==> src/sarseq_pkg.sv <==
/*
 * sarseq_pkg: constants shared by the conversion sequencer and its
 * input front end. Assumes a 100 MHz design clock that stands in for
 * the master clock input.
 */
package sarseq_pkg;

	// ==========================================================
	// variants and timing
	// ==========================================================
	localparam logic [1:0] SARSEQ_RES_12 = 2'h0;
	localparam logic [1:0] SARSEQ_RES_14 = 2'h1;
	localparam logic [1:0] SARSEQ_RES_16 = 2'h2;

	localparam int SARSEQ_CLK_NS = 10;
	localparam int SARSEQ_DIV = 4;
	localparam logic [1:0] SARSEQ_DIV_LAST = 2'(SARSEQ_DIV - 1);

	// least conversion length, master clock cycles
	localparam logic [7:0] SARSEQ_CONV_12 = 8'h31;
	localparam logic [7:0] SARSEQ_CONV_14 = 8'h39;
	localparam logic [7:0] SARSEQ_CONV_16 = 8'h41;
	// three cycles from the hold pin falling to the count starting, plus one
	// for the registered eoc; all four are taken off the length
	localparam logic [7:0] SARSEQ_CONV_SKIP = 8'h04;
	// end of conversion to end of track
	localparam logic [7:0] SARSEQ_TRACK_CYC = 8'h0f;
	// end of conversion strobe in standalone mode
	localparam logic [7:0] SARSEQ_EOC_HOLD_CYC = 8'h04;

	// calibration length after reset
	localparam int SARSEQ_CAL_FAST = 58280;
	localparam int SARSEQ_CAL_SLOW = 1441020;

	// least reset pulse width
	localparam int SARSEQ_RST_MIN_NS = 100;
	localparam int SARSEQ_RST_MIN_CYC =
		(SARSEQ_RST_MIN_NS + SARSEQ_CLK_NS - 1) / SARSEQ_CLK_NS;

	typedef enum logic [2:0] {
		SARSEQ_CAL,
		SARSEQ_TRACK,
		SARSEQ_WAIT_PHASE,
		SARSEQ_CONVERT
	} sarseq_state_t;

endpackage : sarseq_pkg

==> src/sarseq_if.sv <==
/*
 * sarseq_if: synchronised host strobes carried from the front end to
 * the sequencer. Assumes both ends share one clock.
 */
`timescale 1ns/100ps
interface sarseq_if;
	logic rst_req;
	logic hold_fall;
	logic hold_low;
	logic cs_rise;
	logic soft_rst;
	logic rd_fall;
	logic cal_q;
	logic bg_cal_q;
	modport front (output rst_req, hold_fall, hold_low, cs_rise,
		soft_rst, rd_fall, cal_q, bg_cal_q);
	modport seq (input rst_req, hold_fall, hold_low, cs_rise,
		soft_rst, rd_fall, cal_q, bg_cal_q);
endinterface : sarseq_if

==> src/sarseq_front.sv <==
/*
 * sarseq_front: synchronises host strobes, finds their edges and keeps
 * the calibration control latches. Assumes inputs are asynchronous.
 */
`timescale 1ns/100ps
module sarseq_front
	import sarseq_pkg::*;
(
	input wire logic i_clk,
	input wire logic i_rst,
	input wire logic i_cs_n,
	input wire logic i_rd_n,
	input wire logic i_hold_n,
	input wire logic i_addr_bit0,
	input wire logic i_cal,
	input wire logic i_background_cal_ctrl_n,
	sarseq_if.front o_bus
);
	// ==========================================================
	// synchronisers
	// ==========================================================
	logic [3:0] meta_q;
	logic [3:0] sync_q;
	logic [3:0] prev_q;
	logic cal_q;
	logic bg_q;

	// first stage feeds only the second stage
	always_ff @(posedge i_clk or posedge i_rst)
	begin
		if (i_rst)
		begin
			meta_q <= 4'hf;
			sync_q <= 4'hf;
			prev_q <= 4'hf;
		end
		else
		begin
			meta_q <= {i_addr_bit0, i_rd_n, i_hold_n, i_cs_n};
			sync_q <= meta_q;
			prev_q <= sync_q;
		end
	end

	// control latches close as select returns high
	always_ff @(posedge i_clk or posedge i_rst)
	begin
		if (i_rst)
		begin
			cal_q <= 1'b0;
			bg_q <= 1'b1;
		end
		else if (!sync_q[0])
		begin
			cal_q <= i_cal;
			bg_q <= i_background_cal_ctrl_n;
		end
	end

	assign o_bus.rst_req = 1'b0;
	assign o_bus.hold_fall = prev_q[1] & ~sync_q[1];
	assign o_bus.hold_low = ~sync_q[1];
	assign o_bus.cs_rise = ~prev_q[0] & sync_q[0];
	assign o_bus.soft_rst = ~sync_q[0] & ~sync_q[3] & ~sync_q[1];
	assign o_bus.rd_fall = ~sync_q[0] & prev_q[2] & ~sync_q[2];
	assign o_bus.cal_q = cal_q;
	assign o_bus.bg_cal_q = bg_q;
endmodule : sarseq_front

==> src/sarseq_top.sv <==
/*
 * sarseq_top: conversion and calibration sequencer of a self-calibrating
 * successive-approximation converter. Assumes the host or loopback drives
 * hold; i_clk stands for the master clock.
 */
// Operation
// - control inputs latched on select release
// - internal clock is master divided four
// - async start waits up to four cycles
// - conversion lasts 49, 57 or 65 cycles
// - track done falls 15 after eoc
// - loopback gives fixed 64/72/80 period
// - reset aborts and starts fresh calibration
// - reset pulse 100 ns holds logic clear
// - calibration length follows reset release
// - select, addr0, hold low: software reset
// - eoc high during calibration, falls after
// - hold ignored while calibrating
// - standalone wide variants keep eoc high after calibration
// - hold fall starts conversion, auto track
// - eoc rises on read or new start
`timescale 1ns/100ps
module sarseq_top
	import sarseq_pkg::*;
#(
	parameter int CAL_FAST_CYC = SARSEQ_CAL_FAST,
	parameter int CAL_SLOW_CYC = SARSEQ_CAL_SLOW
)
(
	input wire logic i_clk,
	input wire logic i_rst,
	input wire logic i_cs_n,
	input wire logic i_rd_n,
	input wire logic i_hold_n,
	input wire logic i_addr_bit0,
	input wire logic i_cal,
	input wire logic i_background_cal_ctrl_n,
	input wire logic [1:0] i_resolution,
	input wire logic i_fast_grade,
	output logic o_eoc_n,
	output logic o_track_done_n,
	output logic o_tracking,
	output logic o_converting,
	output logic o_calibrating,
	output logic o_conv_clk,
	output logic o_cal_latched,
	output logic o_bg_cal_latched_n
);
	// ==========================================================
	// front end
	// ==========================================================
	sarseq_if bus ();

	sarseq_front u_front (
		.i_clk(i_clk),
		.i_rst(i_rst),
		.i_cs_n(i_cs_n),
		.i_rd_n(i_rd_n),
		.i_hold_n(i_hold_n),
		.i_addr_bit0(i_addr_bit0),
		.i_cal(i_cal),
		.i_background_cal_ctrl_n(i_background_cal_ctrl_n),
		.o_bus(bus)
	);

	// ==========================================================
	// helpers
	// ==========================================================
	function automatic logic [7:0] conv_len(input logic [1:0] res);
		logic [7:0] n;
		n = SARSEQ_CONV_12;
		case (res)
			SARSEQ_RES_14: n = SARSEQ_CONV_14;
			SARSEQ_RES_16: n = SARSEQ_CONV_16;
			default: n = SARSEQ_CONV_12;
		endcase
		return n;
	endfunction : conv_len

	function automatic logic [20:0] cal_len(input logic [1:0] res,
		input logic fast);
		logic [20:0] n;
		n = 21'(CAL_SLOW_CYC - 1);
		if (res == SARSEQ_RES_12 && fast)
			n = 21'(CAL_FAST_CYC - 1);
		return n;
	endfunction : cal_len

	// ==========================================================
	// state
	// ==========================================================
	sarseq_state_t state_q;
	logic [1:0] div_q;
	logic [20:0] cnt_q;
	logic [7:0] trk_q;
	logic trk_run_q;
	logic eoc_n_q;
	logic [7:0] eoc_cnt_q;
	logic tdone_n_q;
	logic standalone;
	logic restart;

	assign standalone = ~i_cs_n & ~i_rd_n & i_addr_bit0;
	// software reset is a separate synchronous path, below hardware reset
	assign restart = bus.soft_rst;

	// conversion ends a fixed count after hold was seen: the phase wait
	// is absorbed, so loopback keeps a fixed period
	logic conv_end;
	assign conv_end = state_q == SARSEQ_CONVERT &&
		cnt_q[7:0] >= conv_len(i_resolution) - SARSEQ_CONV_SKIP;

	// divide by four; phase zero marks an internal clock edge
	// software reset leaves it running so the phase stays continuous
	always_ff @(posedge i_clk or posedge i_rst)
	begin
		if (i_rst)
			div_q <= 2'h0;
		else if (div_q == SARSEQ_DIV_LAST)
			div_q <= 2'h0;
		else
			div_q <= div_q + 2'h1;
	end

	// main sequence: calibrate, track, align, convert
	always_ff @(posedge i_clk or posedge i_rst)
	begin
		if (i_rst)
		begin
			state_q <= SARSEQ_CAL;
			cnt_q <= 21'h0;
		end
		else if (restart)
		begin
			state_q <= SARSEQ_CAL;
			cnt_q <= 21'h0;
		end
		else
		begin
			case (state_q)
				SARSEQ_CAL:
				begin
					// hold is not looked at here
					if (cnt_q >= cal_len(i_resolution, i_fast_grade))
					begin
						state_q <= SARSEQ_TRACK;
						cnt_q <= 21'h0;
					end
					else
						cnt_q <= cnt_q + 21'h1;
				end
				SARSEQ_TRACK:
					if (bus.hold_fall)
					begin
						state_q <= SARSEQ_WAIT_PHASE;
						cnt_q <= 21'h0;
					end
				SARSEQ_WAIT_PHASE:
				begin
					// charge is already held; start waits for phase
					cnt_q <= cnt_q + 21'h1;
					if (div_q == SARSEQ_DIV_LAST)
						state_q <= SARSEQ_CONVERT;
				end
				SARSEQ_CONVERT:
					if (conv_end)
					begin
						state_q <= SARSEQ_TRACK;
						cnt_q <= 21'h0;
					end
					else
						cnt_q <= cnt_q + 21'h1;
				default:
					state_q <= SARSEQ_CAL;
			endcase
		end
	end

	// end of conversion: high in calibration, low when data valid
	always_ff @(posedge i_clk or posedge i_rst)
	begin
		if (i_rst)
		begin
			eoc_n_q <= 1'b1;
			eoc_cnt_q <= 8'h0;
		end
		else if (restart)
		begin
			eoc_n_q <= 1'b1;
			eoc_cnt_q <= 8'h0;
		end
		else if (state_q == SARSEQ_CAL)
		begin
			eoc_n_q <= 1'b1;
			if (cnt_q >= cal_len(i_resolution, i_fast_grade))
				// wide variants stay high in standalone
				eoc_n_q <= standalone &&
					i_resolution != SARSEQ_RES_12;
			eoc_cnt_q <= 8'h0;
		end
		else if (conv_end)
		begin
			eoc_n_q <= 1'b0;
			eoc_cnt_q <= 8'h0;
		end
		else if (state_q == SARSEQ_WAIT_PHASE)
			eoc_n_q <= 1'b1;
		else if (!eoc_n_q)
		begin
			// standalone reads are continuous: strobe of four
			if (bus.rd_fall ||
				(standalone && eoc_cnt_q >= SARSEQ_EOC_HOLD_CYC - 8'h1))
				eoc_n_q <= 1'b1;
			eoc_cnt_q <= eoc_cnt_q + 8'h1;
		end
	end

	// end of track: counts from eoc fall or calibration end in master clock cycles
	always_ff @(posedge i_clk or posedge i_rst)
	begin
		if (i_rst)
		begin
			trk_q <= 8'h0;
			trk_run_q <= 1'b0;
			tdone_n_q <= 1'b1;
		end
		else if (restart || state_q == SARSEQ_WAIT_PHASE)
		begin
			trk_q <= 8'h0;
			trk_run_q <= 1'b0;
			tdone_n_q <= 1'b1;
		end
		else if (state_q == SARSEQ_CONVERT)
		begin
			// arm the track count in the cycle eoc falls
			trk_q <= 8'h0;
			tdone_n_q <= 1'b1;
			trk_run_q <= conv_end;
		end
		else if (state_q == SARSEQ_CAL)
		begin
			trk_q <= 8'h0;
			tdone_n_q <= 1'b1;
			trk_run_q <= cnt_q >= cal_len(i_resolution, i_fast_grade);
		end
		else if (trk_run_q)
		begin
			trk_q <= trk_q + 8'h1;
			if (trk_q >= SARSEQ_TRACK_CYC - 8'h1)
			begin
				tdone_n_q <= 1'b0;
				trk_run_q <= 1'b0;
			end
		end
	end

	// loopback alignment: 15 from eoc keeps period fixed
	// conversion entry adds at most three phase cycles here
	always_comb
	begin
		o_converting = state_q == SARSEQ_CONVERT ||
			state_q == SARSEQ_WAIT_PHASE;
		o_tracking = state_q == SARSEQ_TRACK;
		o_calibrating = state_q == SARSEQ_CAL;
	end

	// track done comes straight from its register; it counts a fixed 15 clocks
	// from eoc, not the divider phase, so loopback sees no extra uncertainty
	assign o_eoc_n = eoc_n_q;
	assign o_track_done_n = tdone_n_q;
	assign o_conv_clk = div_q[1];
	assign o_cal_latched = bus.cal_q;
	assign o_bg_cal_latched_n = bus.bg_cal_q;
endmodule : sarseq_top

==> config.mk <==
export PLATFORM = sky130hd
export DESIGN_NAME = sarseq_top
export DESIGN_NICKNAME = d
export VERILOG_FILES = /design/src/sarseq_pkg.sv /design/src/sarseq_if.sv /design/src/sarseq_front.sv /design/src/sarseq_top.sv
export SDC_FILE = /design/constraint.sdc
export NUM_CORES = 1
export LEC_CHECK = 0
export CAP_MARGIN = 0
export CORE_ASPECT_RATIO = 0.75
export CORE_MARGIN = 3
export CORE_UTILIZATION = 35
export CTS_BUF_LIST = sky130_fd_sc_hd__clkbuf_8
export CTS_CLUSTER_DIAMETER = 150
export DETAILED_ROUTE_END_ITERATION = 7
export DONT_BUFFER_PORTS = 1
export HOLD_SLACK_MARGIN = 0.03
export SETUP_SLACK_MARGIN = 0.3
export SYNTH_ARGS = -nofsm -noshare
export SYNTH_HDL_FRONTEND = slang
export SYNTH_SLANG_ARGS = --single-unit
==> constraint.sdc <==
create_clock -name i_clk -period 6 [get_ports i_clk]
set_input_delay 0.6 -clock i_clk [delete_from_list [all_inputs] [get_ports i_clk]]
set_output_delay 0.6 -clock i_clk [all_outputs]
set_load 0.005 [all_outputs]
==> results of run 1 <==
registers in the layout (all words and copies together), names as in the netlist, 2 cells and up:
register        flops
cnt_q              21
u_front.sync_q      4
u_front.prev_q      2
u_front.meta_q      4
eoc_cnt_q           8
state_q             2
trk_q               8
div_q               2
cells in the final DEF (no fill, tap or decap), drive strengths merged, types with 11 or more instances in the layout:
cell,netlist,final
a21oi,11,11
ha,22,22
nand2,34,34
o21ai,17,17
dfrtp,43,43
inv,19,19
dfstp,13,13
nor2,38,38
nand3,25,25
cell type report:
cell class,count,area share
multi-input combinational,271,0.508
sequential,56,0.397
tap,128,0.0449
inverter,19,0.0200
clock buffer,5,0.0193
clock inverter,3,0.00666
timing repair buffer,2,0.00421
cell usage after synthesis, types with 6 or more instances:
master     n
a21oi_1   10
dfstp_2   13
nor2_1    38
or3_1      8
and3_1     7
nor3_1     6
nand4_1    6
o211ai_1   8
inv_1     18
o21ai_0   11
ha_1      22
a22o_1     6
dfrtp_1   43
buf_2      6
nand2_1   33
nand3_1   25
worst min-delay path by stage:
stage	depth (start not counted)	end	start	slack [ns]
finish	0	u_front.meta_q[0]$_DFF_PP1_	i_cs_n	0.26
global route	0	u_front.meta_q[2]$_DFF_PP1_	i_rd_n	0.24
CTS	0	u_front.meta_q[2]$_DFF_PP1_	i_rd_n	0.25
detailed placement	0	u_front.sync_q[0]$_DFF_PP1_	u_front.meta_q[0]$_DFF_PP1_	0.35
global placement	0	u_front.sync_q[2]$_DFF_PP1_	u_front.meta_q[2]$_DFF_PP1_	0.35
floorplan	0	u_front.sync_q[0]$_DFF_PP1_	u_front.meta_q[0]$_DFF_PP1_	0.35
routing by layer:
| metal | GRT usage | up-vias | routed length, µm |
|---|---|---|---|
| met5 | 0 | - | 0 |
| met4 | 0.0429 | 0 | 91 |
| met3 | 0.0268 | 8 | 428 |
| met2 | 0.195 | 58 | 2990 |
| met1 | 0.239 | 1314 | 4160 |
| li1 | - | 1297 | - |
cell families after synthesis:
| family | after synthesis | share of synthesized area |
|---|---|---|
| AO/OA/AOI/OAI | 80 | 0.172 |
| XOR/XNOR | 8 | 0.0207 |
| adder cells (fa/ha/maj) | 22 | 0.0812 |
| buffers and inverters | 35 | 0.0476 |
| flip-flops | 56 | 0.418 |
| multiplexers | 6 | 0.0185 |
| AND/OR/NAND/NOR | 155 | 0.242 |
power by group through the flow:
stage	registers [mW]	logic [mW]	clock network, mW
floorplan	0.422	0.0931	0
global placement	0.441	0.0970	0
detailed placement	0.441	0.101	0
CTS	0.434	0.101	0.222
global route	0.440	0.114	0.237
finish	0.434	0.100	0.216
==> flow_metrics.tcl, run 1 <==
set metrics [dict create \
    status "finished clean" \
    syn_avg_cell_area_um2 9.37 \
    insertion_delay_ns 0.32 \
    crit_path_end "cnt_q[15]$_DFFE_PP0P_" \
    worst-path-stages 12 \
    rsz0062_at_grt "no" \
    cts_tree "built" \
    seq_area_frac_synth 0.418 \
    grt_overflow 0 \
    die-area_mm2 0.0109 \
    finish.utilization 0.386 \
    avgRoutedWirePerCell_um 15.8 \
    design_area_mm2 0.00357 \
    critPathLaunchType "primary input" \
    drtIter0Drc 161 \
    p_seq_frac 0.579 \
    worstPathArrival_ns 3.65 \
    setup-violations-final 0 \
    crit_buf_inv 2 \
    detailedPlace.worstSlack_ns 2.28 \
    fin_ws_ns 2.58 \
    worst-r2r-cell-count 9 \
    stdcell_count 484 \
    p_clk_frac 0.287 \
    track_usage 0.147 \
    path_clk_slew_ns 0.11 \
    synth_top_area_frac 0.317 \
    ys_types 68 \
    vias 2677 \
    synth-edff-count 0 \
    cpPeakStageDelay_ns 0.59 \
    antenna_found_initial 0 \
    yosysWarnings 0 \
    fp.dieH_um 91.2 \
    nets 388 \
    core_area_mm2 0.00923 \
    drive_gt1_frac 0.118 \
    die_w_um 120 \
    whs_ns 0.263 \
    wl_mm 7.66 \
    startpoint "i_resolution[0]" \
    peakVddDrop_uv 100 \
    grt_pass1_wl_mm 13.0 \
    final_hold_viol_count 0 \
    cap_violations 0 \
    period_needed_ns 3.42 \
    finalCritPeriodShare 0.570 \
    end_kind "flip-flop" \
    tightest_slew_ns 1.01 \
    path_common_cell "ha_1" \
    crit_chain "inv_1 -> ha_1 -> and2_2 -> inv_2 -> ha_1 -> and4b_1 -> a32o_1 -> a222oi_1 -> o22ai_1 -> o21ai_4 -> nand2_2 -> o311ai_1" \
    power.total_mw 0.751 \
    initial_core_util 0.367 \
    num_rows 30 \
    worst-path-max-fanout 24 \
    drtAntennaViolNets 0 \
    regToRegSetupSlack_ns 2.84 \
    area_growth_pct 5.24 \
    hold_class "primary input to flip-flop" \
    switchingPower_mw 0.223 \
    ios 19 \
    multi_input_area_mm2 0.00181 \
    post_dp_cell_area_mm2 0.00348 \
    seq_area_mm2 0.00142 \
    grt_max_degree 57 \
    syn_inst 362 \
    cts_resized 0 \
    dp_hpwl_mm 5.42 \
    intPower_mw 0.528 \
    fillers 935 \
    portBuffers 0 \
    worst_clock_skew_ns 0.0151 \
    ys.flop_type "dfrtp_1" \
    synthArstFlopShare 1.00 \
    leakagePower_nw 1.50 \
    gp_congestion 0.799 \
    first_pass_iters 4 \
    cts_made_buffers 5 \
    cts_root_buffer "clkbuf_8" \
    cp_top_family "compound AO/OA/AOI/OAI gates" \
    maxSlewViolCount 0 \
    route.detailed.drc 0 \
    worst-endpoint-required_ns 6.23 \
    first_global_vias 2493 \
    h-tree-depth 2 \
    cts_buffer_depth 2 \
    antenna_cells 0 \
    placedCellCount 476 \
    syn_nets 395 \
    post_cts_buffers 0 \
    fmax_mhz 293 \
    yosys-top-cells-area "dfrtp_1, dfstp_2, ha_1" \
    pwr_density_cell_mw_per_mm2 210 \
    critPathKind "primary input to flip-flop" \
    slowest_stage "o21ai_4" \
    tns_ns 0 \
    yosysTopAreaCell "dfrtp_1" \
    vias_per_cell 5.53 \
    ctsHoldBuffers 0 \
    relSlewSlack 0.327 \
    rr_endpoint "cnt_q[3]$_DFFE_PP0P_" \
    ys_seq_elements 56 \
    synth_area_mm2 0.00339 \
    p_comb_frac 0.134 \
    switching_share 0.297 \
    cts_sinks 56 \
    r2r-start "state_q[0]$_DFFE_PP0P_" \
]
Note: power is estimated with default switching activity, not from simulation.
==> run 2, diff against run 1 <==
==> constraint.sdc (replaced) <==
create_clock -name i_clk -period 2.98 [get_ports i_clk]
set_input_delay 0.298 -clock i_clk [delete_from_list [all_inputs] [get_ports i_clk]]
set_output_delay 0.298 -clock i_clk [all_outputs]
set_load 0.005 [all_outputs]
==> flow_metrics.tcl, run 2 (synthesized netlist as in run 1, its figures left out) <==
set metrics [dict create \
    status "finished clean" \
    relSlewSlack 0.575 \
    peakVddDrop_uv 276 \
    num_rows 30 \
    seq_area_mm2 0.00142 \
    most-common-layout-cells "dfrtp_1, nor2_1, nand2_1" \
    hold_class "primary input to flip-flop" \
    setup-violations-final 0 \
    crit_path_end "cnt_q[3]$_DFFE_PP0P_" \
    design_area_mm2 0.00372 \
    fp.dieH_um 91.2 \
    grt_pass1_wl_mm 13.0 \
    drtAntennaViolNets 0 \
    crit_buf_inv 3 \
    gp_congestion 0.895 \
    cp_top_family "compound AO/OA/AOI/OAI gates" \
    drive_gt1_frac 0.147 \
    tightest_slew_ns 0.621 \
    pwr_density_cell_mw_per_mm2 412 \
    drtIter0Drc 132 \
    portBuffers 0 \
    post_dp_cell_area_mm2 0.00354 \
    core_area_mm2 0.00923 \
    final_hold_viol_count 0 \
    critPathKind "primary input to flip-flop" \
    cts_buffer_depth 2 \
    multi_input_area_mm2 0.00182 \
    finalCritPeriodShare 0.848 \
    tns_ns 0 \
    antenna_cells 0 \
    avgRoutedWirePerCell_um 15.3 \
    ios 19 \
    cts_made_buffers 5 \
    path_clk_slew_ns 0.11 \
    worst-endpoint-required_ns 3.24 \
    reg.largest.list "cnt_q x21, eoc_cnt_q x8, trk_q x8" \
    cap_violations 0 \
    layout_commonest_cell "dfrtp_1" \
    worst-path-stages 13 \
    worst_clock_skew_ns 0.00706 \
    cts_root_buffer "clkbuf_8" \
    area_growth_pct 9.59 \
    wl_mm 7.66 \
    first_global_vias 2561 \
    h-tree-depth 2 \
    grt_max_degree 24 \
    die-area_mm2 0.0109 \
    vias_per_cell 5.37 \
    track_usage 0.148 \
    worstPathArrival_ns 2.79 \
    end_kind "flip-flop" \
    worst-path-max-fanout 9 \
    finish.utilization 0.402 \
    period_needed_ns 2.53 \
    startpoint "i_resolution[0]" \
    dp_hpwl_mm 5.72 \
    rsz0062_at_grt "yes" \
    rr_endpoint "cnt_q[3]$_DFFE_PP0P_" \
    antenna_found_initial 0 \
    largest_register_ffs 21 \
    cts_sinks 56 \
    regToRegSetupSlack_ns 0.54 \
    vias 2689 \
    path_common_cell "ha_1" \
    route.detailed.drc 0 \
    critPathLaunchType "primary input" \
    power.total_mw 1.53 \
    leakagePower_nw 1.58 \
    grt_overflow 0 \
    r2r-start "cnt_q[9]$_DFFE_PP0P_" \
    insertion_delay_ns 0.32 \
    largest_register "cnt_q" \
    crit_chain "inv_1 -> ha_1 -> and2_2 -> inv_2 -> ha_1 -> and4b_1 -> a32o_1 -> a222oi_1 -> o22ai_1 -> o21ai_4 -> buf_4 -> a31o_2 -> a22o_1" \
    cts_tree "built" \
    worst-r2r-cell-count 9 \
    maxSlewViolCount 0 \
    slowest_stage "ha_1" \
    fillers 894 \
    die_w_um 120 \
    cpPeakStageDelay_ns 0.26 \
    initial_core_util 0.367 \
    nets 405 \
    first_pass_iters 5 \
    fmax_mhz 396 \
    whs_ns 0.124 \
]
==> run 2: area by class of cell <==
cell class | instances | area share
inverter | 19 | 0.0192
multi-input combinational | 271 | 0.489
sequential | 56 | 0.381
timing repair buffer | 19 | 0.0418
clock inverter | 3 | 0.00673
clock buffer | 5 | 0.0185
tap | 128 | 0.0431
==> run 2: how the worst min path moves through the flow <==
stage	startpoint	endpoint	slack, ns	depth (start not counted)
6_report	i_cal	u_front.o_bus.cal_q$_DFFE_PP0N_	0.12	1
5_1_grt	i_background_cal_ctrl_n	u_front.o_bus.bg_cal_q$_DFFE_PP1N_	0.11	1
4_1_cts	i_cal	u_front.o_bus.cal_q$_DFFE_PP0N_	0.11	1
3_5_place_dp	i_rst	state_q[0]$_DFFE_PP0P_	0.23	1
3_3_place_gp	i_rst	u_front.o_bus.cal_q$_DFFE_PP0N_	0.22	1
2_1_floorplan	i_cs_n	u_front.meta_q[0]$_DFF_PP1_	0.30	0
==> run 2: what timing repair did <==
| action | CTS | global route |
|---|---|---|
| hold buffers | 5 | 0 |
| setup buffers | 0 | 3 |
| setup endpoints to repair | 0 | 17 |
| hold endpoints to repair | 15 | 0 |
| gates resized for setup | 0 | 2 |
==> run 2: report_power, final <==
group	internal (mW)	switching, mW
clock	0.172	0.276
sequential	0.805	0.0682
combinational	0.0985	0.111
==> run 2: per-stage QoR <==
step,worst slack [ns],std cells
floorplan,0.375,362
global placement,0.146,485
detailed placement,0.0483,485
CTS,0.326,498
global route,0.283,501
finish,0.454,501
==> run 2: layer usage <==
layer / routed length (µm) / global-route usage / up-vias
met1: 4050 / 0.224 / 1288
met5: 0 / 0 / -
met3: 448 / 0.0417 / 6
li1: - / - / 1330
met4: 79 / 0.0372 / 0
met2: 3090 / 0.207 / 65
